<file path="src/rtl/rmcd_pkg.sv">
/*
  Constants, field positions and the mode type of the resolver command decoder.
  Assumes one 100 MHz clock domain shared with the network image logic.
*/
// How it works
// - Exit command drops edits, acknowledges, leaves alignment; stays in alignment if foreign_dual without align_valid
// - After exit, enter highest mode available
// - Unsaved coarse offset lost on reset
// - Bit 15 of command word is strobe
// - Act only on strobe rising edge
// - Strobe low clears acknowledge bit
// - Measurement needs valid config, setup, alignment; alignment checked only with foreign_dual, never on save exit
// - Report measurement and initialized bits at power-up
// - Entering measurement clears transducer faults
// - Bit 7 clears latched transducer faults
// - Bit 6 with preset stores offset in flash
// - Bit 5 presets channel 2, multi-turn errors
// - Bit 4 presets channel 1 or multi-turn
// - Bits 3,1 suppress channel LED status only
// - Bit 2 enables channel 2, multi-turn errors
// - Bit 0 enables channel 1 or multi-turn
// - All fields of a command apply together
// - Commands 0x8813 to 0x8873 error in multi-turn; range applies only to words with bits 1..0 = 3
// - Acknowledge plus result code in bits 3..0
package rmcd_pkg;

  typedef logic [15:0] rmcd_word_t;
  typedef logic [3:0] rmcd_result_t;

  typedef enum logic [2:0] {
    ST_INIT = 3'b001,
    ST_MEAS = 3'b010,
    ST_ALIGN = 3'b100
  } rmcd_state_t;

  localparam int CMD_WORD_OFS = 0;

  localparam int BIT_STROBE = 15;
  localparam int BIT_CLR_FAULT = 7;
  localparam int BIT_FLASH = 6;
  localparam int BIT_PRESET2 = 5;
  localparam int BIT_PRESET1 = 4;
  localparam int BIT_LED_OFF2 = 3;
  localparam int BIT_EN2 = 2;
  localparam int BIT_LED_OFF1 = 1;
  localparam int BIT_EN1 = 0;

  localparam logic [7:0] MEAS_UPPER = 8'h88;
  localparam rmcd_word_t EXIT_CMD = 16'h800F;
  localparam rmcd_word_t SAVE_EXIT_CMD = 16'h800E;
  localparam rmcd_word_t MT_ERR_LO = 16'h8813;
  localparam rmcd_word_t MT_ERR_HI = 16'h8873;
  localparam logic [1:0] MT_ERR_LOW_BITS = 2'h3;

  localparam rmcd_result_t RES_OK = 4'h0;
  localparam rmcd_result_t RES_CMD_ERR = 4'h1;

  localparam logic RST_DATA_EN = 1'h0;
  localparam logic RST_LED_OFF = 1'h0;

  localparam int POS1_W = 32;
  localparam int VAL_W = 16;

endpackage

</file>
<file path="src/rtl/rmcd_decoder.sv">
/*
  Command decoder: strobe handshake, mode control, measurement command fields,
  acknowledge and result code of the module status word.
  Assumes the command word image and all status inputs are on this clock.
*/
`timescale 1ns/100ps
module rmcd_decoder
  import rmcd_pkg::*;
(
  input wire logic clock,
  input wire logic reset,
  input wire rmcd_pkg::rmcd_word_t cmd_word,
  input wire logic config_valid,
  input wire logic setup_valid,
  input wire logic align_valid,
  input wire logic foreign_dual,
  input wire logic dual_multiturn,
  input wire logic align_enter,
  input wire logic [rmcd_pkg::POS1_W-1:0] pos1_value,
  input wire logic [rmcd_pkg::VAL_W-1:0] vel1_value,
  input wire logic [rmcd_pkg::VAL_W-1:0] pos2_value,
  input wire logic [rmcd_pkg::VAL_W-1:0] vel2_value,
  input wire logic led1_module_mode,
  input wire logic led1_module_val,
  input wire logic led1_chan_val,
  input wire logic led2_module_mode,
  input wire logic led2_module_val,
  input wire logic led2_chan_val,
  output logic ack_q,
  output rmcd_pkg::rmcd_result_t result_q,
  output logic in_meas_q,
  output logic initialized_q,
  output logic in_align_q,
  output logic fault_clear_q,
  output logic preset1_q,
  output logic preset2_q,
  output logic preset_flash_q,
  output logic coarse_discard_q,
  output logic coarse_save_q,
  output logic data_en1_q,
  output logic data_en2_q,
  output logic led_off1_q,
  output logic led_off2_q,
  output logic led1_q,
  output logic led2_q,
  output logic [rmcd_pkg::POS1_W-1:0] pos1_q,
  output logic [rmcd_pkg::VAL_W-1:0] vel1_q,
  output logic [rmcd_pkg::VAL_W-1:0] pos2_q,
  output logic [rmcd_pkg::VAL_W-1:0] vel2_q
);

  rmcd_state_t state_q;
  rmcd_state_t state_d;
  logic strobe_q;
  logic strobe_rise;
  logic meas_avail;
  logic is_meas_cmd;
  logic in_mt_range;
  logic mt_err;
  logic cmd_ok;
  logic apply_meas;
  logic do_exit;
  logic do_save;
  logic enter_meas;

  // Previous strobe level; the rising edge alone starts a command
  always_ff @(posedge clock) begin
    if (reset) begin
      strobe_q <= 1'b0;
    end else begin
      strobe_q <= cmd_word[BIT_STROBE];
    end
  end

  assign strobe_rise = cmd_word[BIT_STROBE] & ~strobe_q;

  assign meas_avail = config_valid & setup_valid & (~foreign_dual | align_valid);

  assign is_meas_cmd = (cmd_word[15:8] == MEAS_UPPER);
  assign in_mt_range = (cmd_word >= MT_ERR_LO) && (cmd_word <= MT_ERR_HI);

  // Channel 2 has no meaning once both resolvers form one multi-turn value
  assign mt_err = dual_multiturn & (cmd_word[BIT_PRESET2] | cmd_word[BIT_EN2]
    | (in_mt_range & (cmd_word[1:0] == MT_ERR_LOW_BITS)));

  always_comb begin
    cmd_ok = 1'b0;
    do_exit = 1'b0;
    do_save = 1'b0;
    unique case (state_q)
      ST_MEAS: begin
        cmd_ok = is_meas_cmd & ~mt_err;
      end
      ST_ALIGN: begin
        do_exit = (cmd_word == EXIT_CMD);
        do_save = (cmd_word == SAVE_EXIT_CMD);
        cmd_ok = do_exit | do_save;
      end
      ST_INIT: begin
        cmd_ok = 1'b0;
      end
    endcase
  end

  assign apply_meas = strobe_rise & cmd_ok & (state_q == ST_MEAS);

  always_comb begin
    state_d = state_q;
    unique case (state_q)
      ST_INIT: begin
        if (meas_avail) begin
          state_d = ST_MEAS;
        end
      end
      ST_MEAS: begin
        if (align_enter) begin
          state_d = ST_ALIGN;
        end
      end
      ST_ALIGN: begin
        if (strobe_rise && do_save) begin
          state_d = (config_valid & setup_valid) ? ST_MEAS : ST_INIT;
        end else if (strobe_rise && do_exit) begin
          // An abandoned first alignment has nothing valid to measure with
          if (foreign_dual && !align_valid) begin
            state_d = ST_ALIGN;
          end else if (meas_avail) begin
            state_d = ST_MEAS;
          end else begin
            state_d = ST_INIT;
          end
        end
      end
    endcase
  end

  assign enter_meas = (state_d == ST_MEAS) && (state_q != ST_MEAS);

  // Reset lands in the init state with no save pulse, so held edits are gone
  always_ff @(posedge clock) begin
    if (reset) begin
      state_q <= ST_INIT;
    end else begin
      state_q <= state_d;
    end
  end

  always_ff @(posedge clock) begin
    if (reset) begin
      in_meas_q <= 1'b0;
      in_align_q <= 1'b0;
      initialized_q <= 1'b0;
    end else begin
      in_meas_q <= (state_d == ST_MEAS);
      in_align_q <= (state_d == ST_ALIGN);
      initialized_q <= config_valid & setup_valid;
    end
  end

  // Acknowledge handshake; a rise and a low strobe never share a cycle
  always_ff @(posedge clock) begin
    if (reset) begin
      ack_q <= 1'b0;
      result_q <= RES_OK;
    end else if (strobe_rise) begin
      ack_q <= 1'b1;
      result_q <= cmd_ok ? RES_OK : RES_CMD_ERR;
    end else if (!cmd_word[BIT_STROBE]) begin
      ack_q <= 1'b0;
    end
  end

  always_ff @(posedge clock) begin
    if (reset) begin
      coarse_discard_q <= 1'b0;
      coarse_save_q <= 1'b0;
    end else begin
      coarse_discard_q <= strobe_rise & do_exit;
      coarse_save_q <= strobe_rise & do_save;
    end
  end

  // One-cycle action pulses of a measurement command
  always_ff @(posedge clock) begin
    if (reset) begin
      fault_clear_q <= 1'b0;
      preset1_q <= 1'b0;
      preset2_q <= 1'b0;
      preset_flash_q <= 1'b0;
    end else begin
      fault_clear_q <= enter_meas | (apply_meas & cmd_word[BIT_CLR_FAULT]);
      preset1_q <= apply_meas & cmd_word[BIT_PRESET1];
      preset2_q <= apply_meas & cmd_word[BIT_PRESET2];
      preset_flash_q <= apply_meas & cmd_word[BIT_FLASH]
        & (cmd_word[BIT_PRESET1] | cmd_word[BIT_PRESET2]);
    end
  end

  // Every field is rewritten by each accepted measurement command, zeros included
  always_ff @(posedge clock) begin
    if (reset) begin
      data_en1_q <= RST_DATA_EN;
      data_en2_q <= RST_DATA_EN;
      led_off1_q <= RST_LED_OFF;
      led_off2_q <= RST_LED_OFF;
    end else if (apply_meas) begin
      data_en1_q <= cmd_word[BIT_EN1];
      data_en2_q <= cmd_word[BIT_EN2];
      led_off1_q <= cmd_word[BIT_LED_OFF1];
      led_off2_q <= cmd_word[BIT_LED_OFF2];
    end
  end

  // Module status display always overrides channel suppression
  always_ff @(posedge clock) begin
    if (reset) begin
      led1_q <= 1'b0;
      led2_q <= 1'b0;
    end else begin
      led1_q <= led1_module_mode ? led1_module_val : (led1_chan_val & ~led_off1_q);
      led2_q <= led2_module_mode ? led2_module_val : (led2_chan_val & ~led_off2_q);
    end
  end

  rmcd_gate #(.WIDTH(POS1_W)) u_pos1 (
    .clock(clock),
    .reset(reset),
    .enable(data_en1_q),
    .value(pos1_value),
    .gated_q(pos1_q)
  );

  rmcd_gate #(.WIDTH(VAL_W)) u_vel1 (
    .clock(clock),
    .reset(reset),
    .enable(data_en1_q),
    .value(vel1_value),
    .gated_q(vel1_q)
  );

  rmcd_gate #(.WIDTH(VAL_W)) u_pos2 (
    .clock(clock),
    .reset(reset),
    .enable(data_en2_q),
    .value(pos2_value),
    .gated_q(pos2_q)
  );

  rmcd_gate #(.WIDTH(VAL_W)) u_vel2 (
    .clock(clock),
    .reset(reset),
    .enable(data_en2_q),
    .value(vel2_value),
    .gated_q(vel2_q)
  );

  ack_rise_a: assert property (
    @(posedge clock) disable iff (reset)
    strobe_rise |=> ack_q
  ) else $error("ack not set after strobe edge");

  ack_release_a: assert property (
    @(posedge clock) disable iff (reset)
    !cmd_word[BIT_STROBE] |=> !ack_q
  ) else $error("ack not cleared after strobe low");

  held_strobe_a: assert property (
    @(posedge clock) disable iff (reset)
    (cmd_word[BIT_STROBE] && $past(cmd_word[BIT_STROBE]) && !enter_meas)
      |=> !preset1_q && !preset2_q && !fault_clear_q
  ) else $error("command re-executed with strobe held");

  exit_align_a: assert property (
    @(posedge clock) disable iff (reset)
    (state_q == ST_ALIGN && strobe_rise && cmd_word == EXIT_CMD && align_valid)
      |=> coarse_discard_q && !coarse_save_q && ack_q && !in_align_q
  ) else $error("exit command did not leave alignment");

  exit_realign_a: assert property (
    @(posedge clock) disable iff (reset)
    (state_q == ST_ALIGN && strobe_rise && cmd_word == EXIT_CMD
      && foreign_dual && !align_valid) |=> in_align_q && !in_meas_q
  ) else $error("exit without alignment data left alignment");

  meas_entry_a: assert property (
    @(posedge clock) disable iff (reset)
    $rose(in_meas_q) |-> fault_clear_q
  ) else $error("entry to measurement without fault clear");

  powerup_meas_a: assert property (
    @(posedge clock) disable iff (reset)
    (state_q == ST_INIT && meas_avail && config_valid) |=> in_meas_q && initialized_q
  ) else $error("available measurement not reported");

  meas_gate_a: assert property (
    @(posedge clock) disable iff (reset)
    (state_q == ST_INIT && !meas_avail) |=> !in_meas_q
  ) else $error("measurement entered without valid data");

  flash_store_a: assert property (
    @(posedge clock) disable iff (reset)
    preset_flash_q |-> (preset1_q || preset2_q)
  ) else $error("flash store without preset");

  mt_reject_a: assert property (
    @(posedge clock) disable iff (reset)
    (strobe_rise && state_q == ST_MEAS && dual_multiturn
      && (cmd_word[BIT_PRESET2] || cmd_word[BIT_EN2]))
      |=> result_q == RES_CMD_ERR && !preset2_q && !data_en2_q == !$past(data_en2_q)
  ) else $error("multi-turn channel 2 command not rejected");

  all_fields_a: assert property (
    @(posedge clock) disable iff (reset)
    apply_meas |=> data_en1_q == $past(cmd_word[BIT_EN1])
      && data_en2_q == $past(cmd_word[BIT_EN2])
      && led_off1_q == $past(cmd_word[BIT_LED_OFF1])
      && led_off2_q == $past(cmd_word[BIT_LED_OFF2])
  ) else $error("command fields not applied together");

  ch2_zero_a: assert property (
    @(posedge clock) disable iff (reset)
    !data_en2_q |=> pos2_q == '0 && vel2_q == '0
  ) else $error("disabled channel 2 data not zero");

  led_module_a: assert property (
    @(posedge clock) disable iff (reset)
    led1_module_mode |=> led1_q == $past(led1_module_val)
  ) else $error("channel 1 suppression hid module status");

  fault_bit_a: assert property (
    @(posedge clock) disable iff (reset)
    (apply_meas && cmd_word[BIT_CLR_FAULT]) |=> fault_clear_q
  ) else $error("fault clear bit ignored");

endmodule

</file>
<file path="src/rtl/rmcd_gate.sv">
/*
  Registered zero gate for one position or velocity value.
  Assumes value and enable come from logic on the same clock.
*/
`timescale 1ns/100ps
module rmcd_gate #(
  parameter int WIDTH = 16
) (
  input wire logic clock,
  input wire logic reset,
  input wire logic enable,
  input wire logic [WIDTH-1:0] value,
  output logic [WIDTH-1:0] gated_q
);

  // Disabled channels read as zero, not as stale data
  always_ff @(posedge clock) begin
    if (reset) begin
      gated_q <= '0;
    end else if (enable) begin
      gated_q <= value;
    end else begin
      gated_q <= '0;
    end
  end

endmodule

</file>
<file path="config.mk">
export PLATFORM = sky130hd
export DESIGN_NAME = rmcd_decoder
export DESIGN_NICKNAME = d
export VERILOG_FILES = /design/src/rtl/rmcd_pkg.sv /design/src/rtl/rmcd_decoder.sv /design/src/rtl/rmcd_gate.sv
export SDC_FILE = /design/constraint.sdc
export NUM_CORES = 1
export LEC_CHECK = 0
export ABC_AREA = 0
export BUFFER_PORTS_ARGS = -buffer_cell sky130_fd_sc_hd__buf_4
export CORE_MARGIN = 2
export CORE_UTILIZATION = 41
export DETAILED_ROUTE_END_ITERATION = 8
export PLACE_DENSITY = 0.78
export RECOVER_POWER = 100
export SLEW_MARGIN = 20
export SYNTH_ARGS = -nofsm -noshare
export SYNTH_HDL_FRONTEND = slang
export SYNTH_SLANG_ARGS = --single-unit
export TNS_END_PERCENT = 50
</file>
<file path="constraint.sdc">
create_clock -name clock -period 1.8 [get_ports clock]
set_clock_uncertainty 0.05 [all_clocks]
set_input_delay 0.18 -clock clock [delete_from_list [all_inputs] [get_ports clock]]
set_output_delay 0.18 -clock clock [all_outputs]
set_load 0.03 [all_outputs]
</file>
; Word level (Yosys, flattened, before mapping)
; Index checks and enable logic that the tools add are counted.
[word_totals]
regBits = 104
in_bits = 110
output_inout_bits = 100
[op_classes]
magnitude_cmp = 2
eq_ne = 11
muxes = 16
bitwise = 30
reduce_logical = 8
[op_table]
columns = op, n
row1 = "== test 16 bit, second input constant", 2
row2 = AND 1 bit, 17
row3 = "greater-or-equal comparator 16 bit, second input constant", 1
row4 = "<= comparator 16 bit, second input constant", 1
row5 = 2-to-1 mux 3 bit, 5
row6 = one-hot mux 3 bit (3 select lines), 1
row7 = "== test 8 bit, second input constant", 1
row8 = 2-to-1 mux 1 bit, 7
row9 = NOT 1 bit, 7
row10 = "== test 3 x 2 -> 1 bit, second input constant", 2
row11 = "== test 3 bit, second input constant", 2
row12 = OR 1 bit, 6
row13 = logical AND 1 bit, 5
row14 = 2-to-1 mux 2 bit, 2
row15 = OR reduction 2 bit, 2
row16 = "== test 3 x 1 -> 1 bit, second input constant", 1
row17 = "!= test 3 x 2 -> 1 bit, second input constant", 1
row18 = one-hot mux 1 bit (3 select lines), 1
row19 = "== test 2 bit, second input constant", 1
row20 = "!= test 2 x 1 -> 1 bit, second input constant", 1
row21 = logical NOT 1 bit, 1

; Depth between registers and ports, before layout
; Gate-level depths: netlist of the first run.
[logic_depth]
word_depth = 12
mapped_depth = 5

; Cells and area by module
; A second synthesis of the first run with hierarchy kept.
[unflattened]
cells_unflattened = 276
area_unflattened_um2 = 3403.3
[modules_own_cells]
columns = mod, n_inst, cells_per_inst, area_per_inst_um2, seq_area_each_um2
row1 = rmcd_gate at u_pos2 ..., 3, 34, 490.5, 320.3
row2 = rmcd_gate at u_pos1, 1, 70, 998.5, 640.6
row3 = rmcd_decoder, 1, 104, 933.4, 420.4

; Worst setup path before layout of the first run
; OpenSTA, ideal clock, no wires.
[synth_path]
path_kind = register to register
startpoint = reg state_q[1]
endpoint = reg led_off1_q
t_arrival_ps = 1351
slack_ps = 272
stages_incl_launch_ff = 6
cell_sequence = dfxtp_1 -> nor3b_1 -> nand2_1 -> nor3_4 -> mux2i_1 -> nor2_1
[synth_between]
elab_chain_cells = 4
[synth_lines]
columns = item, line
row1 = start: declaration, rmcd_decoder.sv:52  ; rmcd_state_t state_q;
row2 = start signal: assignment, rmcd_decoder.sv:144  ; state_q <= state_d;
row3 = "== test 3 x 1 -> 1 bit, or another cell as far along", rmcd_decoder.sv:90  ; unique case (state_q)
row4 = one-hot mux 1 bit (3 select lines), rmcd_decoder.sv:90
row5 = AND 1 bit, rmcd_decoder.sv:105  ; assign apply_meas = strobe_rise & cmd_ok & (state_q == ST_MEAS);
row6 = AND 1 bit (*), rmcd_decoder.sv:105
row7 = end signal: assignment, rmcd_decoder.sv:209  ; led_off1_q <= cmd_word[BIT_LED_OFF1];
row8 = end: declaration, rmcd_decoder.sv:42  ; output logic led_off1_q,
; Every way passes the cells marked *; elsewhere a longest branch is shown, timed or not.
; A chain may end at the register's enable or synchronous reset.

; Worst setup path in the final report of the first run
[layout_path]
startpoint = reg strobe_q
endpoint = reg fault_clear_q
[layout_between]
elab_chain_cells = 9
[layout_lines]
columns = item, line
row1 = start: declaration, rmcd_decoder.sv:54  ; logic strobe_q;
row2 = start signal: assignment, rmcd_decoder.sv:71  ; strobe_q <= cmd_word[BIT_STROBE];
row3 = NOT 1 bit (*), rmcd_decoder.sv:75  ; assign strobe_rise = cmd_word[BIT_STROBE] & ~strobe_q;
row4 = AND 1 bit (*), rmcd_decoder.sv:75
row5 = logical AND 1 bit, rmcd_decoder.sv:123  ; end else if (strobe_rise && do_exit) begin
row6 = 2-to-1 mux 3 bit, rmcd_decoder.sv:123
row7 = 2-to-1 mux 3 bit, rmcd_decoder.sv:121  ; if (strobe_rise && do_save) begin
row8 = one-hot mux 3 bit (3 select lines), rmcd_decoder.sv:109  ; unique case (state_q)
row9 = == test 3 x 2 -> 1 bit, rmcd_decoder.sv:137  ; assign enter_meas = (state_d == ST_MEAS) && (state_q != ST_MEAS);
row10 = logical AND 1 bit, rmcd_decoder.sv:137
row11 = OR 1 bit (*), rmcd_decoder.sv:191  ; fault_clear_q <= enter_meas | (apply_meas & cmd_word[BIT_CLR_FAULT]);
row12 = end signal: assignment, rmcd_decoder.sv:191
row13 = end: declaration, rmcd_decoder.sv:34  ; output logic fault_clear_q,
; Marked as above.

==> flow_summary.yaml, run 1 <==
run_status:
  outcome: "finished clean"
timing:
  setup_violation_total_in_the_final_timing_report: 0
  finalHoldWorstSlack_ns: 0.00640
  period_share_pct: 92.1
  hold_viol_final: 0
  maxSlewViolCount: 0
  fin_crit_ns: 1.66
  f_max_ghz: 0.603
  normalized_max_slew_margin_pct: 58.1
  worstMarginPinSlew_ns: 0.629
global_routing:
  grt_first_pass_wirelength_mm: 16.2
  antenna_violations_before_repair: 0
  grt.overflow.total: 0
  grt_pass1_vias: 3247
  grt_start_max_net_pins: 33
  grt_usage_pct: 25.3
logic_synthesis:
  adder_and_majority_cell_fraction_of_the_synthesized_area_pct: 0
  postSynthAreaPerCell_sq_um: 11.6
  main_combinational_cell_family_by_area_after_synthesis: "simple AND/OR/NAND/NOR gates"
  netlist_instances: 264
  ys_types: 36
  yosys.area_share.xor_xnor_pct: 0.286
  yosysWarningCount: 0
  async_reset_ff_share_pct: 0
  post-synth-top-area-cell: "dfxtp_1"
  ys_seq_elements: 101
  postSynth.topFlopCell: "dfxtp_1"
  most_numerous_cell_in_the_yosys_netlist: "dfxtp_1"
  mappedNetlistArea_sq_mm: 0.00306
  synth_simple_gate_area_share_pct: 26.0
  synth-seq-area-share_pct: 66.1
  post_synth_mux_area_share_pct: 1.31
  synth_top_cell_area_share_pct: 66.1
  synth.top_cells.by_area: "dfxtp_1 (66%), and2_1 (16%), nor2_1 (1.3%), mux2i_1 (1.3%), clkbuf_1 (1.2%)"
  number_of_enable_type_register_cells_in_the_synthesized_netlist: 0
  area_fraction_in_compound_gates_after_synthesis_pct: 3.97
  synth.top_cells.by_count: "dfxtp_1 (101), and2_1 (80), nor2_1 (11)"
drt:
  remaining_drc_errors: 0
  route.antenna.remaining_nets: 0
  detail_route.vias_per_cell: 4.46
  detailroute.via_count: 2941
  wl_mm: 10.4
  drt_first_pass_iters: 5
  drt_iter0_markers: 66
  detail_route.wl_per_cell_um: 15.8
cells_and_area:
  final.fill_count: 579
  fin_nets: 666
  layout.area.seq_sq_mm: 0.00202
  layout-drive-gt1-share_pct: 23.5
  multi_input_area_sq_um: 985
  antenna_cells: 0
  syn2layout_area_growth_pct: 74.5
worst_setup_path:
  critical_path.reg2reg.endpoint: "fault_clear_q"
  sequence_of_cells_on_the_critical_path: "and2b_1 > nand4_2 > nor4b_2 > o22ai_2 > o41ai_2"
  reg2reg_depth: 5
  worstSetupPathType: "register to register"
  cpPeakStageDelay_ns: 0.33
  critical-path-slowest-cell: "nor4b_2"
  r2r_setup_slack_ns: 0.14
  crit_path_max_fanout: 4
  worstPathRequired_ns: 2.01
  arrival_ns: 1.87
  cpLargestDelayFamily: "simple AND/OR/NAND/NOR gates"
  start_kind: "register"
  critical_path_endpoint_category: "register"
  worst-path-buf-inv: 0
  critical_path.reg2reg.startpoint: "strobe_q"
cts:
  ctsLongestPathBuffers: 2
  clock_tree.root_cell: "clkbuf_8"
  cts.sink_count: 101
  h-tree-depth: 3
  cts_tree: "done"
  worst_setup_hold_path_clk_slew_ns: 0.10
  tritoncts.num_buffers: 9
  clock_insertion_delay_worst_skew_ns: 0.35
  cts_setup_buffers: 0
placement:
  detailedPlacementHpwl_mm: 6.02
  globalplace.congestion: 0.871
  buffer_ports.inserted: 206
power:
  finalPower_w: 0.00404
  cellPowerDensity_mw_per_mm2: 757
  max-vdd-ir-drop_mv: 0.455
  net_switching_component_of_the_power_w: 0.000948
  pwr-share-seq_pct: 55.7
  total_internal_power_w: 0.00309
  clock_power_share_pct: 33.8
  leakage_power_nw: 2.26
  sw_frac_of_total_pct: 23.5
  part_of_the_total_power_dissipated_in_combinational_logic_pct: 10.5
worst_hold_path:
  hp-class: "input port to register"
  holdPathEnd: "led2_q"
  timing.hold.worst.start: "led2_module_val"
  whs_path_depth: 3
floorplan:
  floorplan.initialDensity_pct: 42.2
  die_area_sq_mm: 0.00817
  row_count: 31
  die_h_um: 90.4
  coreArea_sq_mm: 0.00725
  dieWidth_um: 90.4
  count_of_pins_on_the_block_boundary: 210
flow_run:
  max_cap_violations: 0
==> cell usage in the layout (no fill, tap or decap), types with 10 or more instances in the layout <==
cell type,Yosys,final
clkbuf_8,0,10
dfxtp_1,101,101
and2_0,0,46
dlygate4sd3_1,0,82
clkbuf_1,10,101
nor2_1,11,11
buf_4,3,108
and2_1,80,34
==> kinds of logic after synthesis <==
| logic type | count (synthesis) |
|---|---|
| buffers and inverters | 15 |
| xor gates and xnor gates | 1 |
| DFF | 101 |
| and+or+nand+nor | 125 |
| AOI/OAI and AO/OA | 17 |
| other | 1 |
| muxes | 4 |
==> routing by layer <==
metal,global-route usage [%],wire length (um)
met5,0,0
met4,10.1,345
met3,8.01,774
met2,47.2,5400
met1,26.1,3930
==> cell type report <==
type,instances,area share [%]
inverters,2,0.141
well taps,99,2.32
flip-flops and latches,101,37.9
clock buffers,11,2.65
repair buffers,292,37.8
multi-input cells,150,18.4
clock inverters,5,0.820
==> metrics by stage <==
step	std cells	area [sq um]	util, %	worst slack, ns	setup TNS (ns)
final	660	5340	73.6	0.142	0
after floorplan	266	3070	-	0.272	0
after global routing	660	5340	73.6	-0.00865	-0.00865
after global placement	562	4710	64.9	0.165	0
after detailed placement	562	4710	64.9	0.123	0
after CTS	660	5720	78.8	0.137	0
==> worst min-delay path: cells and delay by family <==
kind,cells,cell delay [ns]
simple gates,1,0.08
buf+inv,1,0.08
compound gates,1,0.05
==> registers in the layout, indices dropped and copies added, names as in the netlist, 3 cells and up <==
register / flops
state_q: 3
u_pos1.gated_q: 32
u_pos2.gated_q: 16
u_vel1.gated_q: 16
u_vel2.gated_q: 16
==> how the worst max path moves through the flow <==
stage / from / to / slack (ns) / depth (start not counted)
global route: state_q[1] / data_en1_q / -0.009 / 5
CTS: strobe_q / fault_clear_q / 0.14 / 5
floorplan: state_q[1] / led_off1_q / 0.27 / 5
global placement: cmd_word[5] / fault_clear_q / 0.17 / 6
finish: strobe_q / fault_clear_q / 0.14 / 5
detailed placement: cmd_word[5] / fault_clear_q / 0.12 / 6
==> power groups by stage <==
stage,Clock (W),Sequential (W),Combinational (W)
finish,0.00136,0.00225,0.000425
global route,0.00149,0.00225,0.000453
CTS,0.00137,0.00225,0.000421
detailed placement,0,0.00230,0.000274
global placement,0,0.00230,0.000270
floorplan,0,0.00232,0.0000588
==> repair_timing <==
action / in CTS / in global routing
endpoints found under the hold margin: 82 / 0
gates resized for setup: 0 / 1
hold buffers: 82 / 0
endpoints found under the setup margin: 0 / 1
Power figures use the tool's default switching activity.
==> run 2: changes to the inputs <==
Settings changed: CORE_UTILIZATION 41 to 37, PLACE_DENSITY 0.78 to 0.75.
Clock period 1.8 ns to 1.4 ns, I/O delays scaled along.
==> run 2 against run 1 <==
The flow now finishes with violations (negative setup slack). Combinational power rose by 41%. Critical path depth unchanged. Die area increased by 10%. Sequential share of layout area fell by 4.0 points. Flip-flop and latch count unchanged. Register-to-register slack worse by 0.27 ns. Non-clock buffer count increased by 20. Wire length shrank 5.0%. Core utilization decreased by 0.097 points. Sequential power is 29% higher. Count of clock-buffer cells in the layout decreased by 1. Global-route usage down 4.5 points. Critical path type unchanged. Critical endpoint is now in_align_q. Largest power group unchanged. Highest routed layer unchanged.
==> flow_summary.yaml, run 2 (synthesis gave the netlist of run 1 again) <==
power:
  finalPower_w: 0.00517
  cellPowerDensity_mw_per_mm2: 865
  pwr-share-seq_pct: 56.0
  sw_frac_of_total_pct: 23.3
  total_internal_power_w: 0.00397
  max-vdd-ir-drop_mv: 0.493
  part_of_the_total_power_dissipated_in_combinational_logic_pct: 11.6
  leakage_power_nw: 2.87
  clock_power_share_pct: 32.4
  net_switching_component_of_the_power_w: 0.00120
worst_setup_path:
  cpLargestDelayFamily: "simple AND/OR/NAND/NOR gates"
  cpPeakStageDelay_ns: 0.33
  crit_path_max_fanout: 3
  critical_path_endpoint_category: "register"
  start_kind: "register"
  worstSetupPathType: "register to register"
  worst-path-buf-inv: 0
  sequence_of_cells_on_the_critical_path: "and2b_2 > nand4_4 > nor3_4 > a31o_2 > and3b_1"
  critical-path-slowest-cell: "dfxtp_2"
  worstPathRequired_ns: 1.60
  arrival_ns: 1.73
drt:
  detail_route.vias_per_cell: 4.38
  wl_mm: 9.92
  drt_iter0_markers: 44
  route.antenna.remaining_nets: 0
  drt_first_pass_iters: 4
  detail_route.wl_per_cell_um: 14.5
  remaining_drc_errors: 0
  detailroute.via_count: 3006
cells_and_area:
  most-common-layout-cells: "buf_4 (223), dfxtp_1 (96), dlygate4sd3_1 (86)"
  layout-drive-gt1-share_pct: 45.5
  final.fill_count: 513
  multi_input_area_sq_mm: 0.00107
  layout.area.seq_sq_mm: 0.00203
  largest_register: "u_pos1.gated_q"
  flip_flop_count_of_the_largest_register_all_copies_and_words_added: 32
  fin_nets: 686
  syn2layout_area_growth_pct: 95.4
  layout_commonest_cell: "buf_4"
global_routing:
  grt_start_max_net_pins: 33
  grt.overflow.total: 0
  grt_usage_pct: 20.8
  grt_first_pass_wirelength_mm: 14.3
  grt_pass1_vias: 3139
  antenna_violations_before_repair: 0
floorplan:
  die_area_sq_mm: 0.00901
  dieWidth_um: 94.9
  row_count: 33
  coreArea_sq_mm: 0.00813
  die_h_um: 94.9
  floorplan.initialDensity_pct: 37.6
  count_of_pins_on_the_block_boundary: 210
cts:
  worst_setup_hold_path_clk_slew_ns: 0.10
  cts.sink_count: 101
  ctsLongestPathBuffers: 2
  cts_tree: "done"
  tritoncts.num_buffers: 9
  clock_insertion_delay_worst_skew_ns: 0.34
  clock_tree.root_cell: "clkbuf_8"
  h-tree-depth: 3
run_status:
  outcome: "finished with violations"
  failed_checks: "negative setup slack"
placement:
  globalplace.congestion: 0.776
  buffer_ports.inserted: 206
  detailedPlacementHpwl_mm: 6.03
timing:
  unrepaired_setup_endpoints_after_global_routing: "true"
  hold_viol_final: 0
  fin_crit_ns: 1.53
  period_share_pct: 109
  f_max_ghz: 0.653
  maxSlewViolCount: 0
  setup_total_negative_slack_ns: -0.871
  setup_violation_total_in_the_final_timing_report: 12
  final_critical_path_setup_slack_ns: -0.132
worst_hold_path:
  hp-class: "input port to register"
flow_run:
  max_cap_violations: 0
run 2: changes by cell type in the layout (fill, tap and decap cells not counted), moves of 2 or more:
cell           change
clkbuf_2           -2
nor3b_2            +3
and2_1            +46
nor3b_1            -4
and2_0            -46
dfxtp_1            -5
clkbuf_1         -100
dlygate4sd3_1      +4
nor3_1             -2
nand2_1            -2
dfxtp_2            +5
buf_4            +115
buf_6              +3
run 2: worst paths after layout:
check                     from    endpoint  slack [ns]  depth (start not counted)
setup / recovery      strobe_q  in_align_q       -0.13                          5
hold / removal    cmd_word[15]    strobe_q        0.04                          2
setup reg to reg      strobe_q  in_align_q       -0.13                          5
hold reg to reg       strobe_q       ack_q        0.43                          1
run 2: routing by layer:
metal | wire length (um) | track usage [%]
met5 | 0 | 0
met4 | 176 | 7.61
met3 | 829 | 6.38
met2 | 5360 | 40.0
met1 | 3560 | 20.8
run 2: final cells by class:
type                            count  share of cell area (%)
Clock inverter                      5                   0.753
Sequential cell                   101                    33.9
Multi-Input combinational cell    150                    17.9
Inverter                            2                   0.126
Clock buffer                       10                    2.13
Antenna cell                        1                  0.0418
Tap cell                          105                    2.20
Timing Repair Buffer              312                    42.9
run 2: repair_timing:
| item | 4_1_cts | 5_1_grt |
|---|---|---|
| endpoints found under the setup margin | 12 | 16 |
| hold endpoints to repair | 84 | 0 |
| buffers inserted | 2 | 2 |
| pin swaps | 6 | 7 |
| gates resized for setup | 8 | 14 |
| hold buffers | 86 | 0 |
run 2: stage by stage:
step | cell area (sq um) | hold slack, ns | setup slack, ns | utilization [%] | instances
final | 5980 | 0.0358 | -0.132 | 73.5 | 686
after global routing | 5980 | 0.0140 | -0.200 | 73.5 | 685
after detailed placement | 4840 | 0.294 | -0.288 | 59.5 | 581
after global placement | 4840 | 0.291 | -0.177 | 59.5 | 581
after CTS | 5910 | 0.0115 | -0.166 | 72.7 | 684
after floorplan | 3090 | 0.168 | -0.0699 | - | 266
run 2: power groups by stage:
stage / logic, W / clock network (W) / registers (W)
final: 0.000601 / 0.00167 / 0.00290
after global routing: 0.000642 / 0.00184 / 0.00290
after CTS: 0.000582 / 0.00172 / 0.00290
after detailed placement: 0.000375 / 0 / 0.00296
after global placement: 0.000370 / 0 / 0.00296
after floorplan: 0.0000773 / 0 / 0.00298
==> run 3: changes to the inputs <==
Settings changed: CORE_MARGIN 2 to 3.
==> run 3 against run 2 <==
The flow still finishes with violations (negative setup slack). Non-clock buffer count is 1 higher. Clock power is 5% higher. Worst setup slack better by 0.018 ns. Via count increased by 0.57%. Critical path depth rose by 1. Largest cell class unchanged.
==> flow_summary.yaml, run 3 (synthesis gave the netlist of run 1 again) <==
floorplan:
  coreArea_sq_mm: 0.00789
  count_of_pins_on_the_block_boundary: 210
  die_h_um: 96.9
  die_area_sq_mm: 0.00940
  row_count: 32
  floorplan.initialDensity_pct: 38.8
  dieWidth_um: 96.9
placement:
  placement.setup.worst_slack_ns: -0.317
  globalplace.congestion: 0.825
  detailedPlacementHpwl_mm: 6.28
  placedInstanceArea_sq_mm: 0.00483
  buffer_ports.inserted: 206
timing:
  f_max_ghz: 0.661
  fin_crit_ns: 1.51
  setup_violation_total_in_the_final_timing_report: 6
  finalHoldWorstSlack_ns: 0.0295
  period_share_pct: 108
  maxSlewViolCount: 0
  hold_viol_final: 0
  final_critical_path_setup_slack_ns: -0.114
  unrepaired_setup_endpoints_after_global_routing: "true"
global_routing:
  grt_pass1_vias: 3248
  antenna_violations_before_repair: 0
  grt.overflow.total: 0
  grt_usage_pct: 21.5
  grt_first_pass_wirelength_mm: 16.2
  grt_start_max_net_pins: 33
cells_and_area:
  flip_flop_count_of_the_largest_register_all_copies_and_words_added: 32
  layout-drive-gt1-share_pct: 28.7
  largest_register: "u_pos1.gated_q"
  most-common-layout-cells: "buf_4 (123), dfxtp_1 (97), clkbuf_1 (95)"
  layout_commonest_cell: "buf_4"
  fin_nets: 687
  fin_area_sq_mm: 0.00563
  syn2layout_area_growth_pct: 84.0
  antenna_cells: 0
drt:
  route.antenna.remaining_nets: 0
  detail_route.vias_per_cell: 4.42
  wl_mm: 10.3
  detail_route.wl_per_cell_um: 15.1
  detailroute.via_count: 3023
  drt_iter0_markers: 79
  remaining_drc_errors: 0
  drt_first_pass_iters: 4
power:
  max-vdd-ir-drop_mv: 0.650
  cellPowerDensity_mw_per_mm2: 933
  leakage_power_nw: 2.44
  finalPower_w: 0.00525
cts:
  worst_setup_hold_path_clk_slew_ns: 0.10
  ctsLongestPathBuffers: 2
  cts_tree: "done"
  clock_tree.root_cell: "clkbuf_8"
  cts.sink_count: 101
  h-tree-depth: 3
  clock_insertion_delay_worst_skew_ns: 0.36
  tritoncts.num_buffers: 9
run_status:
  outcome: "finished with violations"
  failed_checks: "negative setup slack"
worst_setup_path:
  worstSetupPathType: "register to register"
  arrival_ns: 1.74
  cpPeakStageDelay_ns: 0.33
  worstPathRequired_ns: 1.63
  reg2reg_depth: 6
  critical_path_endpoint_category: "register"
  start_kind: "register"
  critical-path-slowest-cell: "dfxtp_2"
  crit_path_max_fanout: 4
  sequence_of_cells_on_the_critical_path: "and2b_2 > nand4_4 > nor4b_4 > o22ai_2 > buf_4 > a211oi_2"
flow_run:
  max_cap_violations: 0
worst_hold_path:
  whs_path_depth: 3
  hp-class: "input port to register"
[run 3: path summary, 6_finish.rpt]
kind | start | to | slack (ns)
min | cmd_word[0] | data_en1_q | 0.03
max | strobe_q | state_q[1] | -0.11
max reg2reg | strobe_q | state_q[1] | -0.11
min reg2reg | strobe_q | ack_q | 0.39
[run 3: final cells by class]
type | count | area, sq um
clock buffers | 10 | 138
clock inverters | 6 | 51.3
fillers | 633 | 2260
inverters | 2 | 7.51
multi-input cells | 150 | 1060
flip-flops and latches | 101 | 2030
well taps | 102 | 128
repair buffers | 313 | 2210
[run 3: repair_timing]
action	CTS	global route
hold buffers	90	0
setup endpoints to repair	11	17
buffers inserted	0	1
cloned	0	0
endpoints found under the hold margin	88	0
pin swaps	3	5
resized for setup	6	14
[run 3: metal layers]
layer,global-route usage [%],vias up,part of all wire (%)
met1,21.8,1375,37
met2,40.2,157,52
met4,7.45,0,2.7
met5,0,-,0
li1,-,1469,-
met3,7.64,22,8.6
[run 3: power breakdown]
| part | total (W) | internal [W] | switching, W | leakage (nW) |
|---|---|---|---|---|
| combinational | 0.000597 | 0.000408 | 0.000189 | 1.52 |
| sequential | 0.00289 | 0.00288 | 0.00000941 | 0.816 |
| clock | 0.00176 | 0.000728 | 0.00103 | 0.0996 |
[run 3: per-stage QoR]
step	setup TNS, ns	instances	utilization [%]
floorplan	-0.237	266	-
global placement	-1.03	577	61.2
detailed placement	-1.90	577	61.2
CTS	-0.457	683	75.3
global route	-1.42	684	71.4
finish	-0.322	684	71.4
[run 3: worst max-delay path: cells and delay by family, from the launching register on]
kind,cells,cell delay (ns)
AOI/OAI and AO/OA,2,0.28
DFF,1,0.33
and+or+nand+nor,3,0.63
buffers and inverters,1,0.16
